## src/hw/cls_defs.svh

```systemverilog
// register offsets, field positions, reset values and codes of the comma latency stopwatch
`ifndef CLS_DEFS_SVH
`define CLS_DEFS_SVH

// management register offsets
`define CLS_REG_CTRL 5'h16
`define CLS_REG_STAT_HI 5'h17
`define CLS_REG_COUNT_LO 5'h18

// control register fields
`define CLS_CTRL_START_SEL 7
`define CLS_CTRL_STOP_SEL 6
`define CLS_CTRL_DIV_HI 5
`define CLS_CTRL_DIV_LO 4
`define CLS_CTRL_CLK_EN 3
`define CLS_CTRL_BYTE_CLK 2
`define CLS_CTRL_CHAN 0
`define CLS_CTRL_MASK 16'h00FD
`define CLS_CTRL_RESET 16'h0000

// status high register fields
`define CLS_STAT_ALIGN_LO 12
`define CLS_STAT_STOP_LOC_LO 10
`define CLS_STAT_START_LOC_LO 8
`define CLS_STAT_DONE 4

// comma codes (control flag set)
`define CLS_K28_1 8'h3C
`define CLS_K28_5 8'hBC
`define CLS_K28_7 8'hFC

// counter saturation value and reset value
`define CLS_COUNT_MAX 20'hFFFFF
`define CLS_COUNT_RESET 20'h00000

// serdes rate modes
`define CLS_RATE_FULL 2'h0
`define CLS_RATE_HALF 2'h1

// management frame constants
`define CLS_MDIO_PRE_LEN 6'h20
`define CLS_MDIO_OP_RD 2'h2
`define CLS_MDIO_OP_WR 2'h1
`define CLS_MDIO_HDR_LAST 6'h0C
`define CLS_MDIO_DATA_LAST 6'h0F

`endif

```

## src/hw/cls_pkg.sv

```systemverilog
// types shared by the comma latency stopwatch modules
package cls_pkg;

   // stopwatch states
   typedef enum logic [1:0] {
      MEAS_ARMED = 2'b00,
      MEAS_RUN = 2'b01,
      MEAS_DONE = 2'b10
   } cls_meas_st_t;

   // management frame states
   typedef enum logic [2:0] {
      MS_PRE = 3'b000,
      MS_HDR = 3'b001,
      MS_TA = 3'b010,
      MS_RDAT = 3'b011,
      MS_WDAT = 3'b100
   } cls_mdio_st_t;

endpackage

```

## src/hw/cls_mdio_slave.sv

```systemverilog
// management serial slave: frames on mdc/mdio into register strobes
`timescale 1ns/1ps
`include "cls_defs.svh"

module cls_mdio_slave
   import cls_pkg::*;
(
   // clock and reset
   input wire logic mclk,
   input wire logic reset,
   // management pins
   input wire logic mdc,
   input wire logic mdio_in,
   output logic mdio_out,
   output logic mdio_oe,
   input wire logic [3:0] port_addr,
   // register side
   output logic [4:0] reg_addr,
   output logic wr_stb,
   output logic [15:0] wr_data,
   output logic rd_stb,
   input wire logic [15:0] rd_data
);

   logic mdc_s1_q, mdc_s2_q, mdc_s3_q;
   logic mdio_s1_q, mdio_s2_q;
   logic [3:0] pa_s1_q, pa_s2_q;
   cls_mdio_st_t st_q;
   logic [5:0] cnt_q;
   logic [15:0] sh_q;
   logic hit_q, is_rd_q, rd_pend_q;

   // decode of the complete 13-bit header as the last address bit arrives
   wire mdc_rise = mdc_s2_q & ~mdc_s3_q;
   wire in_bit = mdio_s2_q;
   wire [12:0] hdr = {sh_q[11:0], in_bit};
   wire hdr_op_rd = (hdr[11:10] == `CLS_MDIO_OP_RD);
   wire hdr_op_wr = (hdr[11:10] == `CLS_MDIO_OP_WR);
   wire hdr_hit = hdr[12] & (hdr[9:6] == pa_s2_q) & (hdr_op_rd | hdr_op_wr);

   // pins come from another domain, so two flops before any use
   always_ff @(posedge mclk or posedge reset) begin
      if (reset) begin
         mdc_s1_q <= 1'b0;
         mdc_s2_q <= 1'b0;
         mdc_s3_q <= 1'b0;
         mdio_s1_q <= 1'b1;
         mdio_s2_q <= 1'b1;
         pa_s1_q <= 4'h0;
         pa_s2_q <= 4'h0;
      end else begin
         mdc_s1_q <= mdc;
         mdc_s2_q <= mdc_s1_q;
         mdc_s3_q <= mdc_s2_q;
         mdio_s1_q <= mdio_in;
         mdio_s2_q <= mdio_s1_q;
         pa_s1_q <= port_addr;
         pa_s2_q <= pa_s1_q;
      end
   end

   // frame walker; read data is captured in the same cycle as rd_stb so a clear-on-read returns the old value
   always_ff @(posedge mclk or posedge reset) begin
      if (reset) begin
         st_q <= MS_PRE;
         cnt_q <= 6'h00;
         sh_q <= 16'h0000;
         hit_q <= 1'b0;
         is_rd_q <= 1'b0;
         rd_pend_q <= 1'b0;
         rd_stb <= 1'b0;
         wr_stb <= 1'b0;
         wr_data <= 16'h0000;
         reg_addr <= 5'h00;
         mdio_out <= 1'b1;
         mdio_oe <= 1'b0;
      end else begin
         rd_stb <= rd_pend_q;
         rd_pend_q <= 1'b0;
         wr_stb <= 1'b0;
         if (rd_stb) begin
            sh_q <= rd_data;
         end
         if (mdc_rise) begin
            case (st_q)
               MS_PRE: begin
                  if (in_bit) begin
                     if (cnt_q != `CLS_MDIO_PRE_LEN) cnt_q <= cnt_q + 6'h01;
                  end else if (cnt_q == `CLS_MDIO_PRE_LEN) begin
                     st_q <= MS_HDR;
                     cnt_q <= 6'h00;
                  end else begin
                     cnt_q <= 6'h00;
                  end
               end
               MS_HDR: begin
                  sh_q <= {sh_q[14:0], in_bit};
                  cnt_q <= cnt_q + 6'h01;
                  if (cnt_q == `CLS_MDIO_HDR_LAST) begin
                     cnt_q <= 6'h00;
                     reg_addr <= hdr[4:0];
                     hit_q <= hdr_hit;
                     is_rd_q <= hdr_op_rd;
                     rd_pend_q <= hdr_hit & hdr_op_rd;
                     st_q <= hdr_hit ? MS_TA : MS_PRE;
                  end
               end
               MS_TA: begin
                  cnt_q <= cnt_q + 6'h01;
                  if (is_rd_q) begin
                     mdio_oe <= 1'b1;
                     mdio_out <= (cnt_q == 6'h00) ? 1'b0 : sh_q[15];
                  end
                  if (cnt_q != 6'h00) begin
                     cnt_q <= 6'h00;
                     st_q <= is_rd_q ? MS_RDAT : MS_WDAT;
                  end
               end
               MS_RDAT: begin
                  cnt_q <= cnt_q + 6'h01;
                  sh_q <= {sh_q[14:0], 1'b0};
                  mdio_out <= sh_q[14];
                  if (cnt_q == `CLS_MDIO_DATA_LAST) begin
                     mdio_oe <= 1'b0;
                     mdio_out <= 1'b1;
                     cnt_q <= 6'h00;
                     st_q <= MS_PRE;
                  end
               end
               MS_WDAT: begin
                  cnt_q <= cnt_q + 6'h01;
                  sh_q <= {sh_q[14:0], in_bit};
                  if (cnt_q == `CLS_MDIO_DATA_LAST) begin
                     wr_data <= {sh_q[14:0], in_bit};
                     wr_stb <= hit_q;
                     cnt_q <= 6'h00;
                     st_q <= MS_PRE;
                  end
               end
               default: begin
                  st_q <= MS_PRE;
                  cnt_q <= 6'h00;
               end
            endcase
         end
      end
   end

endmodule

```

## src/hw/cls_latency_stopwatch.sv

```systemverilog
// comma-to-comma latency stopwatch with its management registers
// Behaviour
// one control bit picks the start point, another picks the stop point.
// a comma is a control character with code 3C, BC or FC.
// first start comma starts counting; later start commas do not restart it.
// first stop comma after counting began halts the counter.
// 20-bit result: upper four bits in status high, lower sixteen in count low.
// a span beyond the counter range reads as the maximum value.
// one result is kept, unchanged until it is read.
// the result is zero when no start comma was ever seen.
// one channel measured at a time, clocked from that channel.
// measurement clock is bit rate over 8, 4 or 2 by serdes rate.
// a two-bit field divides the fast measurement clock by 1, 2, 4 or 8.
// byte-clock option counts on the recovered byte clock, ignoring the divider.
// accuracy is one measurement clock period; each halving halves resolution.
// a done flag rises when the measurement finishes; software polls it.
// reading the low count rearms, clears done and clears latched comma locations.
// software reads the upper result bits before the lower ones.
// software reads the low count to arm, then sends commas after alignment.
// software keeps the divided clock no slower than the byte clock.
// software scales the count by half the measurement clock period.
// latched comma locations and lane alignment pointers are readable.
// software uses the fast clock only at standard fronthaul rates.
// stop commas are ignored before start; a stopped result stays frozen.
// a channel-select field picks which channel's taps and clock are used.
`timescale 1ns/1ps
`include "cls_defs.svh"

module cls_latency_stopwatch
   import cls_pkg::*;
#(
   parameter int NCH = 2,
   parameter int NPT = 2
)
(
   // clock and reset
   input wire logic mclk,
   input wire logic reset,
   // management pins
   input wire logic mdc,
   input wire logic mdio_in,
   output logic mdio_out,
   output logic mdio_oe,
   input wire logic [3:0] port_addr,
   // start taps, index is channel*NPT + point
   input wire logic [NCH*NPT-1:0] start_valid,
   input wire logic [NCH*NPT-1:0] start_ctrl,
   input wire logic [NCH*NPT*8-1:0] start_data,
   input wire logic [NCH*NPT*2-1:0] start_lane,
   // stop taps, same indexing
   input wire logic [NCH*NPT-1:0] stop_valid,
   input wire logic [NCH*NPT-1:0] stop_ctrl,
   input wire logic [NCH*NPT*8-1:0] stop_data,
   input wire logic [NCH*NPT*2-1:0] stop_lane,
   // per-channel clocking and alignment state
   input wire logic [NCH-1:0] hs_tick,
   input wire logic [NCH-1:0] byte_tick,
   input wire logic [NCH*2-1:0] rate_mode,
   input wire logic [NCH*4-1:0] align_ptr,
   // status
   output logic meas_done,
   output logic meas_running
);

   localparam int NTAP = NCH * NPT;

   logic [4:0] reg_addr;
   logic wr_stb, rd_stb;
   logic [15:0] wr_data;
   logic [15:0] rd_data;
   logic [15:0] ctrl_q;
   cls_meas_st_t st_q;
   logic [19:0] count_q;
   logic [1:0] start_loc_q, stop_loc_q;
   logic [5:0] ps_q;
   logic [NTAP-1:0] start_comma, stop_comma;

   // management serial slave
   cls_mdio_slave u_mdio (
      .mclk(mclk),
      .reset(reset),
      .mdc(mdc),
      .mdio_in(mdio_in),
      .mdio_out(mdio_out),
      .mdio_oe(mdio_oe),
      .port_addr(port_addr),
      .reg_addr(reg_addr),
      .wr_stb(wr_stb),
      .wr_data(wr_data),
      .rd_stb(rd_stb),
      .rd_data(rd_data)
   );

   // comma recognisers, one per tap
   genvar gi;
   generate
      for (gi = 0; gi < NTAP; gi = gi + 1) begin : g_tap
         wire [7:0] sd = start_data[gi*8 +: 8];
         wire [7:0] pd = stop_data[gi*8 +: 8];
         assign start_comma[gi] = start_valid[gi] & start_ctrl[gi] &
            ((sd == `CLS_K28_1) | (sd == `CLS_K28_5) | (sd == `CLS_K28_7));
         assign stop_comma[gi] = stop_valid[gi] & stop_ctrl[gi] &
            ((pd == `CLS_K28_1) | (pd == `CLS_K28_5) | (pd == `CLS_K28_7));
      end
   endgenerate

   // control fields
   wire chan = ctrl_q[`CLS_CTRL_CHAN];
   wire start_sel = ctrl_q[`CLS_CTRL_START_SEL];
   wire stop_sel = ctrl_q[`CLS_CTRL_STOP_SEL];
   wire [1:0] div_sel = ctrl_q[`CLS_CTRL_DIV_HI:`CLS_CTRL_DIV_LO];
   wire clk_en = ctrl_q[`CLS_CTRL_CLK_EN];
   wire byte_mode = ctrl_q[`CLS_CTRL_BYTE_CLK];

   // tap selection: only the chosen channel's points are looked at
   wire [1:0] start_idx = {chan, start_sel};
   wire [1:0] stop_idx = {chan, stop_sel};
   wire start_hit = start_comma[start_idx];
   wire stop_hit = stop_comma[stop_idx];
   wire [1:0] start_lane_sel = start_lane[start_idx*2 +: 2];
   wire [1:0] stop_lane_sel = stop_lane[stop_idx*2 +: 2];
   wire [3:0] align_sel = align_ptr[chan*4 +: 4];

   // hs_tick comes every two serial bits; the rate prescale makes /8, /4 or /2
   // eighth rate would need a per-bit tick and runs at /2 here, a known limitation
   wire [1:0] rate_sel = rate_mode[chan*2 +: 2];
   wire [2:0] rate_exp = (rate_sel == `CLS_RATE_FULL) ? 3'h2 :
      (rate_sel == `CLS_RATE_HALF) ? 3'h1 : 3'h0;
   wire [2:0] tot_exp = rate_exp + {1'b0, div_sel};
   wire [5:0] ps_limit = 6'(({26'h0, 6'h01} << tot_exp) - 32'h1);
   wire ps_wrap = hs_tick[chan] & (ps_q == ps_limit);
   wire fast_tick = ps_wrap;
   // the byte clock bypasses the divider entirely
   wire meas_tick = clk_en & (byte_mode ? byte_tick[chan] : fast_tick); // see R12

   // register decode
   wire sel_ctrl = (reg_addr == `CLS_REG_CTRL);
   wire sel_stat = (reg_addr == `CLS_REG_STAT_HI);
   wire sel_low = (reg_addr == `CLS_REG_COUNT_LO);
   wire ctrl_wr = wr_stb & sel_ctrl;
   wire low_rd = rd_stb & sel_low;
   wire is_done = (st_q == MEAS_DONE);

   // status high layout: align pointer, stop and start locations, done, count msbs
   wire [15:0] stat_word = {align_sel, stop_loc_q, start_loc_q, 3'b000, is_done,
      count_q[19:16]}; // see R05 see R14
   assign rd_data = sel_ctrl ? ctrl_q :
      sel_stat ? stat_word :
      sel_low ? count_q[15:0] : 16'h0000;

   // control register, writable fields only
   always_ff @(posedge mclk or posedge reset) begin
      if (reset) begin
         ctrl_q <= `CLS_CTRL_RESET;
      end else if (ctrl_wr) begin
         ctrl_q <= wr_data & `CLS_CTRL_MASK;
      end
   end

   // prescaler restarts on any control write so a new divider takes effect cleanly
   always_ff @(posedge mclk or posedge reset) begin
      if (reset) begin
         ps_q <= 6'h00;
      end else if (ctrl_wr | ps_wrap) begin
         ps_q <= 6'h00;
      end else if (hs_tick[chan]) begin
         ps_q <= ps_q + 6'h01;
      end
   end

   // stopwatch; comma events take priority over a clearing read so none is lost
   always_ff @(posedge mclk or posedge reset) begin
      if (reset) begin
         st_q <= MEAS_ARMED;
         count_q <= `CLS_COUNT_RESET;
         start_loc_q <= 2'b00;
         stop_loc_q <= 2'b00;
      end else begin
         case (st_q)
            MEAS_ARMED: begin
               if (start_hit) begin
                  st_q <= MEAS_RUN;
                  count_q <= `CLS_COUNT_RESET;
                  start_loc_q <= start_lane_sel;
               end else if (low_rd) begin
                  count_q <= `CLS_COUNT_RESET;
                  start_loc_q <= 2'b00;
                  stop_loc_q <= 2'b00;
               end
            end
            MEAS_RUN: begin
               if (stop_hit) begin
                  st_q <= MEAS_DONE;
                  stop_loc_q <= stop_lane_sel;
               end else if (low_rd) begin
                  st_q <= MEAS_ARMED;
                  count_q <= `CLS_COUNT_RESET;
                  start_loc_q <= 2'b00;
                  stop_loc_q <= 2'b00;
               end else if (meas_tick && count_q != `CLS_COUNT_MAX) begin
                  count_q <= count_q + 20'h00001;
               end
            end
            MEAS_DONE: begin
               // result frozen; further commas are ignored until the low read
               if (low_rd) begin
                  st_q <= MEAS_ARMED; // see R07 see R15
                  count_q <= `CLS_COUNT_RESET;
                  start_loc_q <= 2'b00;
                  stop_loc_q <= 2'b00;
               end
            end
            default: begin
               st_q <= MEAS_ARMED;
               count_q <= `CLS_COUNT_RESET;
            end
         endcase
      end
   end

   // status pins mirror the state one cycle later so they come from flops
   always_ff @(posedge mclk or posedge reset) begin
      if (reset) begin
         meas_done <= 1'b0;
         meas_running <= 1'b0;
      end else begin
         meas_done <= (st_q == MEAS_DONE);
         meas_running <= (st_q == MEAS_RUN);
      end
   end

endmodule

```

## config.mk

```make
export PLATFORM = sky130hd
export DESIGN_NAME = cls_latency_stopwatch
export DESIGN_NICKNAME = d
export VERILOG_FILES = /design/src/hw/cls_pkg.sv /design/src/hw/cls_mdio_slave.sv /design/src/hw/cls_latency_stopwatch.sv
export VERILOG_INCLUDE_DIRS = /design/src /design/src/hw
export SDC_FILE = /design/constraint.sdc
export NUM_CORES = 1
export LEC_CHECK = 0
export BUFFER_PORTS_ARGS = -buffer_cell sky130_fd_sc_hd__clkbuf_2
export CORE_MARGIN = 2
export CORE_UTILIZATION = 50
export CTS_CLUSTER_DIAMETER = 120
export DETAILED_ROUTE_END_ITERATION = 8
export GPL_TIMING_DRIVEN = 0
export HOLD_SLACK_MARGIN = 0.06
export PLACE_DENSITY = 0.77
export SLEW_MARGIN = 20
export SYNTH_ARGS = -nofsm -noshare
export SYNTH_HDL_FRONTEND = slang
export SYNTH_SLANG_ARGS = --single-unit
```

## constraint.sdc

```tcl
create_clock -name mclk -period 3.91 [get_ports mclk]
set_clock_uncertainty 0.15 [all_clocks]
set_input_delay 0.1955 -clock mclk [delete_from_list [all_inputs] [get_ports mclk]]
set_output_delay 0.1955 -clock mclk [all_outputs]
set_load 0.02 [all_outputs]
```

==> results by group, run 1 <==
Finish
  – Net count, final: just over 900
  – Area delta synth->final: 26.1%
  – Final Cell Area: 7390 sq um
  – Final non-filler cell total: 932
  – End-of-flow core utilization: 64.7%
  – Share of cells above drive strength 1: 28.9%
  – # diodes: 0

STA
  – Worst-Margin Slew: 0.951 ns
  – Post-route clock period utilization: 105%
  – RSZ-0062 raised after global routing: yes
  – Final Hold Fails: 0
  – Slew Viols, Final: 0
  – Worst rel slew slack: 36.1%
  – Final Setup Violations: 16
  – Max Freq: 243 MHz
  – Final WS setup: -0.199 ns
  – Final min period: between 4 and 5 ns

Floorplan
  – Starting Density: around half
  – Die Y: around 110 um
  – Die area: approximately 13000 sq um
  – Area of the core: 11400 sq um
  – Row count: 39
  – Die width: 112 um
  – I/O Pins: 124

Critical path
  – Levels on crit path: 21
  – R2R depth: 21
  – Worst setup path startpoint: ctrl_q[0]
  – Slowest CP cell: dfrtp_1
  – R2r endpoint: count_q[5]
  – CP max stage delay: 0.37 ns
  – WS Path Type: flip-flop to flip-flop
  – Critical Path Fanout Max: 10
  – Critical Path Start Type: flip-flop
  – Cell mode on critical path: buf_4
  – Buf/Inv on CP: 11
  – Reg-to-Reg Start: ctrl_q[0]
  – Crit path required time: 4.00 ns
  – Critical Path, Cell by Cell: buf_6 -> buf_4 -> a31oi_4 -> inv_2 -> buf_4 -> buf_4 -> buf_4 -> buf_4 -> buf_4 -> buf_4 -> o21ai_2 -> ha_4 -> xor2_4 -> a21oi_2 -> o21ai_2 -> a31o_2 -> o2111a_2 -> or2_1 -> buf_6 -> buf_8 -> a221o_1
  – CP Capture Type: flip-flop
  – Reg-to-reg slack, setup: -0.20 ns
  – Worst Path Arrival: around 4.2 ns
  – Largest delay share family, worst path: compound AO/OA/AOI/OAI gates
  – Worst Setup EP: count_q[5]

Synth
  – Register area share after synthesis: 41.9%
  – FF+latch count, synth: 98
  – Synth top area cells: dfrtp_1 41%, mux2_2 5.0%, nand2_1 4.8%
  – Synth top cells by count: 95 x dfrtp_1, 75 x nand2_1, 45 x o21ai_0, 40 x nor2_1, 32 x inv_1
  – Yosys warnings: 0
  – Most frequent cell after synthesis: dfrtp_1
  – Mapped Area: 5860 sq um
  – Post-synth EDFFs: 0
  – Post-Syn Nets: 756
  – Cell accounting for the most synthesized area: dfrtp_1
  – Main synth FF type: dfrtp_1
  – Mapped Cells: 624
  – Synth top area share: 40.5%
  – Library cells used by synthesis: 76
  – Syn avg cell area: 9.40 sq um
  – Share of flip-flops with an asynchronous set or reset: 100%

Min path
  – Min-delay worst type: primary input to flip-flop
  – Hold Path Depth: 3

Place
  – GP Congestion: 0.980
  – Detailed Place HPWL: 12.3 mm
  – # port buffers: 123
  – DP Worst Slack: -0.507 ns
  – Placed Cells incl. Taps: 891
  – Placed Area: 6750 sq um

Pwr
  – Design Power: around 3000 uW
  – PD cells: 404 nW/um^2
  – P_leak: between 0.003 and 0.004 uW
  – Worst vdd ir: 375 uV

Route
  – Detailed Routing Iterations Pass 1: 5
  – Post-Route WL: between 15 and 20 mm
  – Detailed-route wire length per cell: about 18 um
  – DRC errors left: 0
  – Initial DRC count: 537
  – Vias: 5679
  – Routed Antenna Nets: 0
  – Drt via density: 6.09

GRT
  – GRT Util Overall: about 28%
  – Total gr overflow: 0
  – Initial antenna violation count: 0
  – First-pass GRT wire length: about 28 mm
  – Number of global-route vias before repair: 5685
  – Largest net degree at the start of global routing: 80

CTS
  – Num CTS Buffers: 9
  – Clk pin slew, worst setup/hold paths: 0.07 ns
  – CTS sink cnt: 98
  – CTS root buffer: clkbuf_16
  – CTS tree: built
  – Clock Path Buffers: 2
  – # H-tree levels: 3
  – Clk Latency, worst-skew pair: roughly 0.35 ns

Job
  – MaxCap Viol Count: 0

Outcome
  – Status: finished, violations left
  – Failing checks: negative setup slack
-- kinds of logic (layout without fill, tap and decap cells) --
group                      Yosys count  after routing  share of synthesized area, %
AOI/OAI and AO/OA                  149            149                          18.6
xor gates and xnor gates            13             13                          1.94
adders and majority gates           12             12                          2.69
buffers and inverters               67            232                          4.69
DFF                                 98             98                          41.9
muxes                               38             38                          8.11
and+or+nand+nor                    247            247                          22.1
-- area by class of cell --
cell class,instances,area (sq um)
buffer,32,169
tap,143,179
clock buffer,11,243
sequential,98,2460
fill,908,4030
inverter,33,129
clock inverter,5,67.6
multi-input combinational,459,3290
timing repair buffer,151,863
-- state kept, by name (all words and copies together), names as in the netlist, 4 cells and up --
name / cells
u_mdio.pa_s2_q: 4
u_mdio.cnt_q: 6
u_mdio.pa_s1_q: 4
u_mdio.wr_data: 7
count_q: 20
ctrl_q: 7
u_mdio.reg_addr: 5
u_mdio.sh_q: 16
ps_q: 6
-- report_power, final --
part / switching, uW / internal [uW]
logic: 347 / 330
clock network: 415 / 526
registers: 220 / 1150
total: 981 / 2010
-- per-stage QoR --
stage                     setup TNS (ns)  hold slack, ns
after floorplan                        0          0.0500
after global placement             -9.85           0.135
after detailed placement           -7.28         0.00125
after CTS                              0           0.144
after global routing               -3.16           0.140
final                              -2.09           0.140
-- placed cells by master, fill, tap and decap left out, drive strengths merged, types with 8 or more instances in the layout --
master | synthesis | routed
buf | 9 | 28
nand3 | 24 | 24
nor3 | 14 | 14
or3 | 8 | 8
a221o | 16 | 16
inv | 33 | 37
a21oi | 12 | 12
ha | 11 | 11
clkbuf | 25 | 159
nor4 | 10 | 10
nor2 | 40 | 40
o21ai | 46 | 46
nor2b | 10 | 10
nand4b | 9 | 9
nand2 | 75 | 75
mux2 | 26 | 26
xnor2 | 9 | 9
dfrtp | 95 | 95
nand2b | 8 | 8
and3 | 14 | 14
-- worst register-to-register path, delay by kind of cell (launching register included) --
family	cells	cell delay, ns
and+or+nand+nor	1	0.24
xor gates and xnor gates	1	0.10
AOI/OAI and AO/OA	7	1.53
buffers and inverters	11	1.41
DFF	1	0.37
adders and majority gates	1	0.21
-- routing by layer --
layer / wire, um / track usage (%)
met5: 0 / 0
met4: 375 / 9.67
met3: 1100 / 4.59
met2: 8430 / 44.4
met1: 7320 / 38.5
-- worst min path at each step --
stage	end	from
floorplan	u_mdio.mdio_s1_q	mdio_in
global placement	u_mdio.mdio_s1_q	mdio_in
detailed placement	u_mdio.pa_s2_q[1]	reset
CTS	stop_loc_q[1]	stop_lane[7]
global route	stop_loc_q[1]	stop_lane[7]
finish	stop_loc_q[0]	stop_lane[6]
-- what timing repair did --
action,in CTS,in global routing
hold buffers,7,0
gates resized for setup,15,10
pin swaps,9,15
endpoints found under the hold margin,101,0
buffers inserted,12,8
endpoints found under the setup margin,20,19
cloned,0,0
No activity file was read; power rests on OpenSTA's default activity.
==> inputs of run 2 (changes only) <==
- PLACE_DENSITY: 0.77 -> 0.74
- clock period: 3.91 -> 3.9 ns (I/O delays scaled with it)
==> run 2 against run 1 <==
The flow now finishes without violations. Final cell count decreased by 1.5%. Global-route usage shrank 0.78 points. Count of clock-buffer cells in the layout shrank 2. Critical path type unchanged. Hold slack better by 0.017 ns. Combinational power down 6.1%.
==> results by group, run 2 (synthesized netlist as in run 1, its figures left out) <==
Outcome
  – Status: completed

Critical path
  – WS Path Type: flip-flop to flip-flop
  – CP Capture Type: flip-flop
  – R2R depth: 15 (-29%)
  – Critical Path Start Type: flip-flop
  – Worst Path Arrival: 3.91 ns (-0.29 ns)
  – Crit path required time: 3.98 ns (-0.02 ns)
  – Critical Path Fanout Max: 10 (unchanged)

STA
  – Final Setup Violations: 0 (-16)
  – Worst-Margin Slew: 0.865 ns (-0.0860 ns)
  – Worst rel slew slack: 41.9% (+5.8 points)
  – Slew Viols, Final: 0 (unchanged)
  – Post-route clock period utilization: 98.1% (-7.0 points)
  – Final Hold Fails: 0 (unchanged)
  – Final min period: 3.83 ns (-0.282 ns)
  – Max Freq: 261 MHz (+7.4%)

CTS
  – CTS root buffer: clkbuf_16
  – Clock Path Buffers: 2 (unchanged)
  – Num CTS Buffers: 9 (unchanged)
  – CTS tree: built
  – CTS sink cnt: 98 (unchanged)
  – Clk Latency, worst-skew pair: 0.35 ns (about the same)
  – # H-tree levels: 3 (unchanged)
  – Clk pin slew, worst setup/hold paths: 0.07 ns (about the same)

Floorplan
  – Die area: 12600 sq um (unchanged)
  – Row count: 39 (unchanged)
  – Die width: 112 um (unchanged)
  – Starting Density: 51.4% (unchanged)
  – Die Y: 112 um (unchanged)
  – Area of the core: 11400 sq um (unchanged)
  – I/O Pins: 124 (unchanged)

Place
  – # port buffers: 123 (unchanged)
  – GP Congestion: 1.00 (+2.4%)
  – Detailed Place HPWL: 12.3 mm (-0.33%)

GRT
  – Largest net degree at the start of global routing: 75 (-6.3%)
  – Initial antenna violation count: 0 (unchanged)
  – GRT Util Overall: 26.9% (-0.78 points)
  – Number of global-route vias before repair: 5632 (-0.93%)
  – Total gr overflow: 0 (unchanged)
  – First-pass GRT wire length: 27.4 mm (-3.2%)

Pwr
  – Sw frac: 32.4% (-0.40 points)
  – Sequential share of power: 46.9% (+1.0 points)
  – Share of power burned in the clock network: 31.3% (-0.2 points)
  – Comb power frac: 21.8% (-0.8 points)
  – Int Pwr: 1970 uW (-1.9%)
  – Design Power: 2920 uW (-2.5%)
  – NetSw: 945 uW (-3.7%)
  – Worst vdd ir: 475 uV (+27%)
  – P_leak: 0.00315 uW (-2.8%)
  – PD cells: 402 nW/um^2 (-0.65%)

Finish
  – Max reg flops: 20 (unchanged)
  – Reg with most FFs: count_q
  – Commonest non-fill, non-tap cells in the layout: 123 x clkbuf_2, 93 x dfrtp_1, 75 x nand2_1
  – Most common cell after layout, fill and taps aside: clkbuf_2
  – Biggest regs: count_q: 20 flops, u_mdio.sh_q: 16 flops
  – Area delta synth->final: 23.7%
  – # diodes: 0 (unchanged)
  – Share of cells above drive strength 1: 27.9% (-1.0 points)
  – End-of-flow core utilization: 63.6% (-1.2 points)
  – Net count, final: 903 (-1.4%)

Job
  – MaxCap Viol Count: 0 (unchanged)

Route
  – Routed Antenna Nets: 0 (unchanged)
  – Detailed-route wire length per cell: 17.9 um (-3.4%)
  – Detailed Routing Iterations Pass 1: 5 (unchanged)
  – Post-Route WL: 16.4 mm (-4.8%)
  – Initial DRC count: 423 (-21%)
  – Drt via density: 6.05 (-0.69%)
  – DRC errors left: 0 (unchanged)
  – Vias: 5555 (-2.2%)

Min path
  – Hold Path Depth: 3 (unchanged)
  – Min-delay worst type: primary input to flip-flop
## run 2: power by group through the flow
stage,clock network (uW),registers [uW],logic [uW]
2_1_floorplan,0,1310,442
3_3_place_gp,0,1370,580
3_5_place_dp,0,1370,607
4_1_cts,927,1360,626
5_1_grt,965,1390,712
6_report,912,1370,636
## run 2: critical path, cell delays in order (launching register included)
cell and delay [ns]:
dfrtp_2 0.46, nor4bb_4 0.36, a31oi_4 0.06, inv_2 0.09, fa_2 0.46, nor2_4 0.15
nand3_2 0.10, ha_4 0.19, xor2_2 0.16, a21oi_1 0.17, o21ai_1 0.11, a31o_2 0.28
o2111a_2 0.21, or2_4 0.28, buf_8 0.15, a221o_1 0.32
## run 2: path summary, 6_finish.rpt
| path | startpoint | slack (ns) | endpoint |
|---|---|---|---|
| max in group asynchronous | reset | 2.76 | u_mdio.in_bit |
| max | ctrl_q[0] | 0.07 | count_q[5] |
| max reg2reg | ctrl_q[0] | 0.07 | count_q[5] |
| min | stop_lane[5] | 0.16 | stop_loc_q[1] |
| min in group asynchronous | reset | 0.19 | u_mdio.pa_s1_q[3] |
| min reg2reg | u_mdio.mdc_s1_q | 0.21 | u_mdio.mdc_s2_q |
## run 2: per-layer routing
| metal | GRT usage [%] | part of all wire, % | wire length [um] |
|---|---|---|---|
| met1 | 36.3 | 43 | 7060 |
| met2 | 42.8 | 48 | 7920 |
| met3 | 5.51 | 6.1 | 997 |
| met4 | 10.9 | 2.5 | 406 |
| met5 | 0 | 0 | 0 |
## run 2: repair_timing
item	in CTS	in global routing
hold endpoints to repair	103	0
hold buffers	7	0
setup endpoints to repair	20	17
pin swaps	6	11
gates resized for setup	13	12
setup buffers	8	1
cloned	0	0
## run 2: per-stage QoR
stage	setup TNS [ns]	area, sq um	setup WS (ns)	std cells	hold slack, ns
floorplan	0	5920	0.0110	624	0.0495
global placement	-6.46	6710	-0.346	890	0.133
detailed placement	-6.21	6750	-0.455	891	0.00667
CTS	0	7230	0.000612	920	0.155
global route	-0.643	7260	-0.0956	918	0.163
finish	0	7260	0.0726	918	0.157
## run 2: cell type report
type,count,area [sq um]
multi-input combinational,459,3260
sequential,98,2460
clock buffer,9,225
buffer,30,146
inverter,33,129
timing repair buffer,140,781
clock inverter,6,73.8
tap,143,179
fill,947,4160
==> inputs of run 3 (changes only) <==
- MAX_ROUTING_LAYER: not set -> met4
==> run 3 against run 2 <==
Final cell count is 1.3% higher. Worst setup slack worse by 0.25 ns. Largest power group unchanged. Power is 3.1% higher. Critical path depth is 2 higher. Die area stayed put. Sequential power hardly changed. The run now ends with negative setup slack left. Via count is 1.4% higher. Critical path type unchanged.
==> results by group, run 3 (synthesized netlist as in run 1, its figures left out) <==
STA
  – Slew Viols, Final: 0 (unchanged)
  – Worst-Margin Slew: 1.02 ns (+0.156 ns)
  – Worst rel slew slack: 31.5% (-10 points)
  – Post-route clock period utilization: 104% (+6.3 points)
  – Setup TNS: -1.59 ns (-1.59 ns)
  – Final min period: 4.07 ns (+0.245 ns)
  – Max Freq: 246 MHz (-6.0%)
  – Final Setup Violations: 14 (+14)
  – WHS: 0.149 ns (-0.00792 ns)
  – RSZ-0062 raised after global routing: yes
  – Final Hold Fails: 0 (unchanged)
  – Final WS setup: -0.173 ns (-0.245 ns)

Critical path
  – Cell mode on critical path: buf_6
  – Critical Path Start Type: flip-flop
  – Critical Path, Cell by Cell: buf_6 -> nor4bb_4 -> a31oi_4 -> inv_2 -> fa_2 -> nor2_4 -> nand3_2 -> ha_4 -> buf_4 -> o21ai_2 -> inv_1 -> o31a_1 -> o2111a_2 -> or2_1 -> buf_6 -> buf_8 -> a221o_1
  – Buf/Inv on CP: 6 (+4)
  – CP max stage delay: 0.46 ns (about the same)
  – Worst Path Arrival: 4.16 ns (+0.25 ns)
  – Critical Path Fanout Max: 10 (unchanged)
  – Slowest CP cell: fa_2
  – Crit path required time: 3.99 ns (about the same)
  – Largest delay share family, worst path: compound AO/OA/AOI/OAI gates
  – CP Capture Type: flip-flop
  – WS Path Type: flip-flop to flip-flop

Place
  – # port buffers: 123 (unchanged)
  – Detailed Place HPWL: 12.5 mm (+1.7%)
  – Placed Cells incl. Taps: 891 (unchanged)
  – GP Congestion: 0.971 (-3.2%)
  – DP Worst Slack: -0.569 ns (-0.114 ns)

Outcome
  – Status: finished, violations left
  – Failing checks: negative setup slack

GRT
  – Number of global-route vias before repair: 5741 (+1.9%)
  – GRT Util Overall: 28.4% (+1.5 points)
  – Total gr overflow: 0 (unchanged)
  – Initial antenna violation count: 0 (unchanged)
  – Largest net degree at the start of global routing: 83 (+11%)
  – First-pass GRT wire length: 28.0 mm (+2.0%)

Job
  – MaxCap Viol Count: 0 (unchanged)

Route
  – Initial DRC count: 492 (+16%)
  – Drt via density: 6.06 (about the same)
  – Post-Route WL: 17.4 mm (+5.9%)
  – DRC errors left: 0 (unchanged)
  – Detailed-route wire length per cell: 18.7 um (+4.5%)
  – Routed Antenna Nets: 0 (unchanged)
  – Vias: 5632 (+1.4%)
  – Detailed Routing Iterations Pass 1: 5 (unchanged)

Floorplan
  – I/O Pins: 124 (unchanged)
  – Die Y: 112 um (unchanged)
  – Starting Density: 51.4% (unchanged)
  – Area of the core: 11400 sq um (unchanged)
  – Die area: 12600 sq um (unchanged)
  – Row count: 39 (unchanged)
  – Die width: 112 um (unchanged)

Finish
  – Max reg flops: 20 (unchanged)
  – End-of-flow core utilization: 64.9% (+1.3 points)
  – Final non-filler cell total: 930 (+1.3%)
  – # diodes: 0 (unchanged)
  – Biggest regs: count_q: 20 flops, u_mdio.sh_q: 16 flops
  – Reg with most FFs: count_q
  – Most common cell after layout, fill and taps aside: clkbuf_2
  – Commonest non-fill, non-tap cells in the layout: 123 x clkbuf_2, 95 x dfrtp_1, 75 x nand2_1
  – Area delta synth->final: 26.3%
  – Net count, final: 914 (+1.2%)
  – Share of cells above drive strength 1: 28.6% (+0.72 points)

CTS
  – CTS sink cnt: 98 (unchanged)
  – Clock Path Buffers: 2 (unchanged)
  – Clk pin slew, worst setup/hold paths: 0.08 ns (about the same)
  – Clk Latency, worst-skew pair: 0.35 ns (about the same)
  – CTS root buffer: clkbuf_16
  – CTS tree: built
  – # H-tree levels: 3 (unchanged)
  – Num CTS Buffers: 9 (unchanged)

Min path
  – Min-delay worst type: primary input to asynchronous set/reset pin

Pwr
  – Worst vdd ir: 387 uV (-19%)
  – PD cells: 406 nW/um^2 (+1.0%)
  – P_leak: 0.00323 uW (+2.6%)
-- run 3: cell count changes in the layout (fill, tap and decap cells not counted), moves of 2 or more --
| cell | before | now |
|---|---|---|
| buf_4 | 9 | 18 |
| buf_6 | 0 | 3 |
| dfrtp_1 | 93 | 95 |
| dfrtp_2 | 2 | 0 |
| inv_6 | 3 | 1 |
| inv_8 | 1 | 3 |
-- run 3: cell type report --
| class | instances | area [sq um] |
|---|---|---|
| Multi-Input combinational cell | 459 | 3300 |
| Buffer | 32 | 173 |
| Fill cell | 895 | 4010 |
| Clock buffer | 9 | 225 |
| Inverter | 33 | 129 |
| Clock inverter | 7 | 96.3 |
| Sequential cell | 98 | 2460 |
| Timing Repair Buffer | 149 | 848 |
| Tap cell | 143 | 179 |
-- run 3: repair_timing --
| action | CTS | global route |
|---|---|---|
| hold buffers | 7 | 0 |
| pin swaps | 8 | 17 |
| gates resized for setup | 20 | 7 |
| setup buffers | 13 | 5 |
| endpoints found under the setup margin | 20 | 20 |
| endpoints found under the hold margin | 102 | 0 |
-- run 3: final timing paths --
check                      slack [ns]               from                 to  cells after the start
min reg2reg                      0.20  u_mdio.pa_s1_q[0]  u_mdio.pa_s2_q[0]                      0
max                             -0.17          ctrl_q[0]         count_q[3]                     17
min                              0.15              reset  u_mdio.pa_s2_q[1]                      3
max reg2reg                     -0.17          ctrl_q[0]         count_q[3]                     17
max in group asynchronous        2.78              reset        count_q[15]                      4
min in group mclk                0.15       stop_lane[4]      stop_loc_q[0]                      3
-- run 3: where the power goes --
part	total [uW]	internal, uW	switching (uW)
combinational	673	329	344
clock	963	518	445
sequential	1370	1160	216
-- run 3: stage by stage --
stage | cell area [sq um] | power (uW)
6_report | 7410 | 3010
2_1_floorplan | 5920 | 1750
3_5_place_dp | 6750 | 1980
3_3_place_gp | 6710 | 1950
4_1_cts | 7350 | 2980
5_1_grt | 7410 | 3140
-- run 3: layer usage --
| metal | up-vias | GRT usage, % | share of wire [%] |
|---|---|---|---|
| li1 | 2631 | - | - |
| met1 | 2757 | 35.8 | 43 |
| met2 | 203 | 45.7 | 49 |
| met3 | 41 | 5.08 | 5.0 |
| met4 | 0 | 11.4 | 2.9 |
| met5 | - | - | 0 |
-- run 3: worst reg2reg max path: stages, from the launching register on --
cell and delay, ns:
dfrtp_1 0.37, buf_6 0.14, nor4bb_4 0.41, a31oi_4 0.07, inv_2 0.10, fa_2 0.46, nor2_4 0.20, nand3_2 0.12
ha_4 0.21, buf_4 0.16, o21ai_2 0.06, inv_1 0.09, o31a_1 0.29, o2111a_2 0.31, or2_1 0.25, buf_6 0.13
buf_8 0.13, a221o_1 0.32
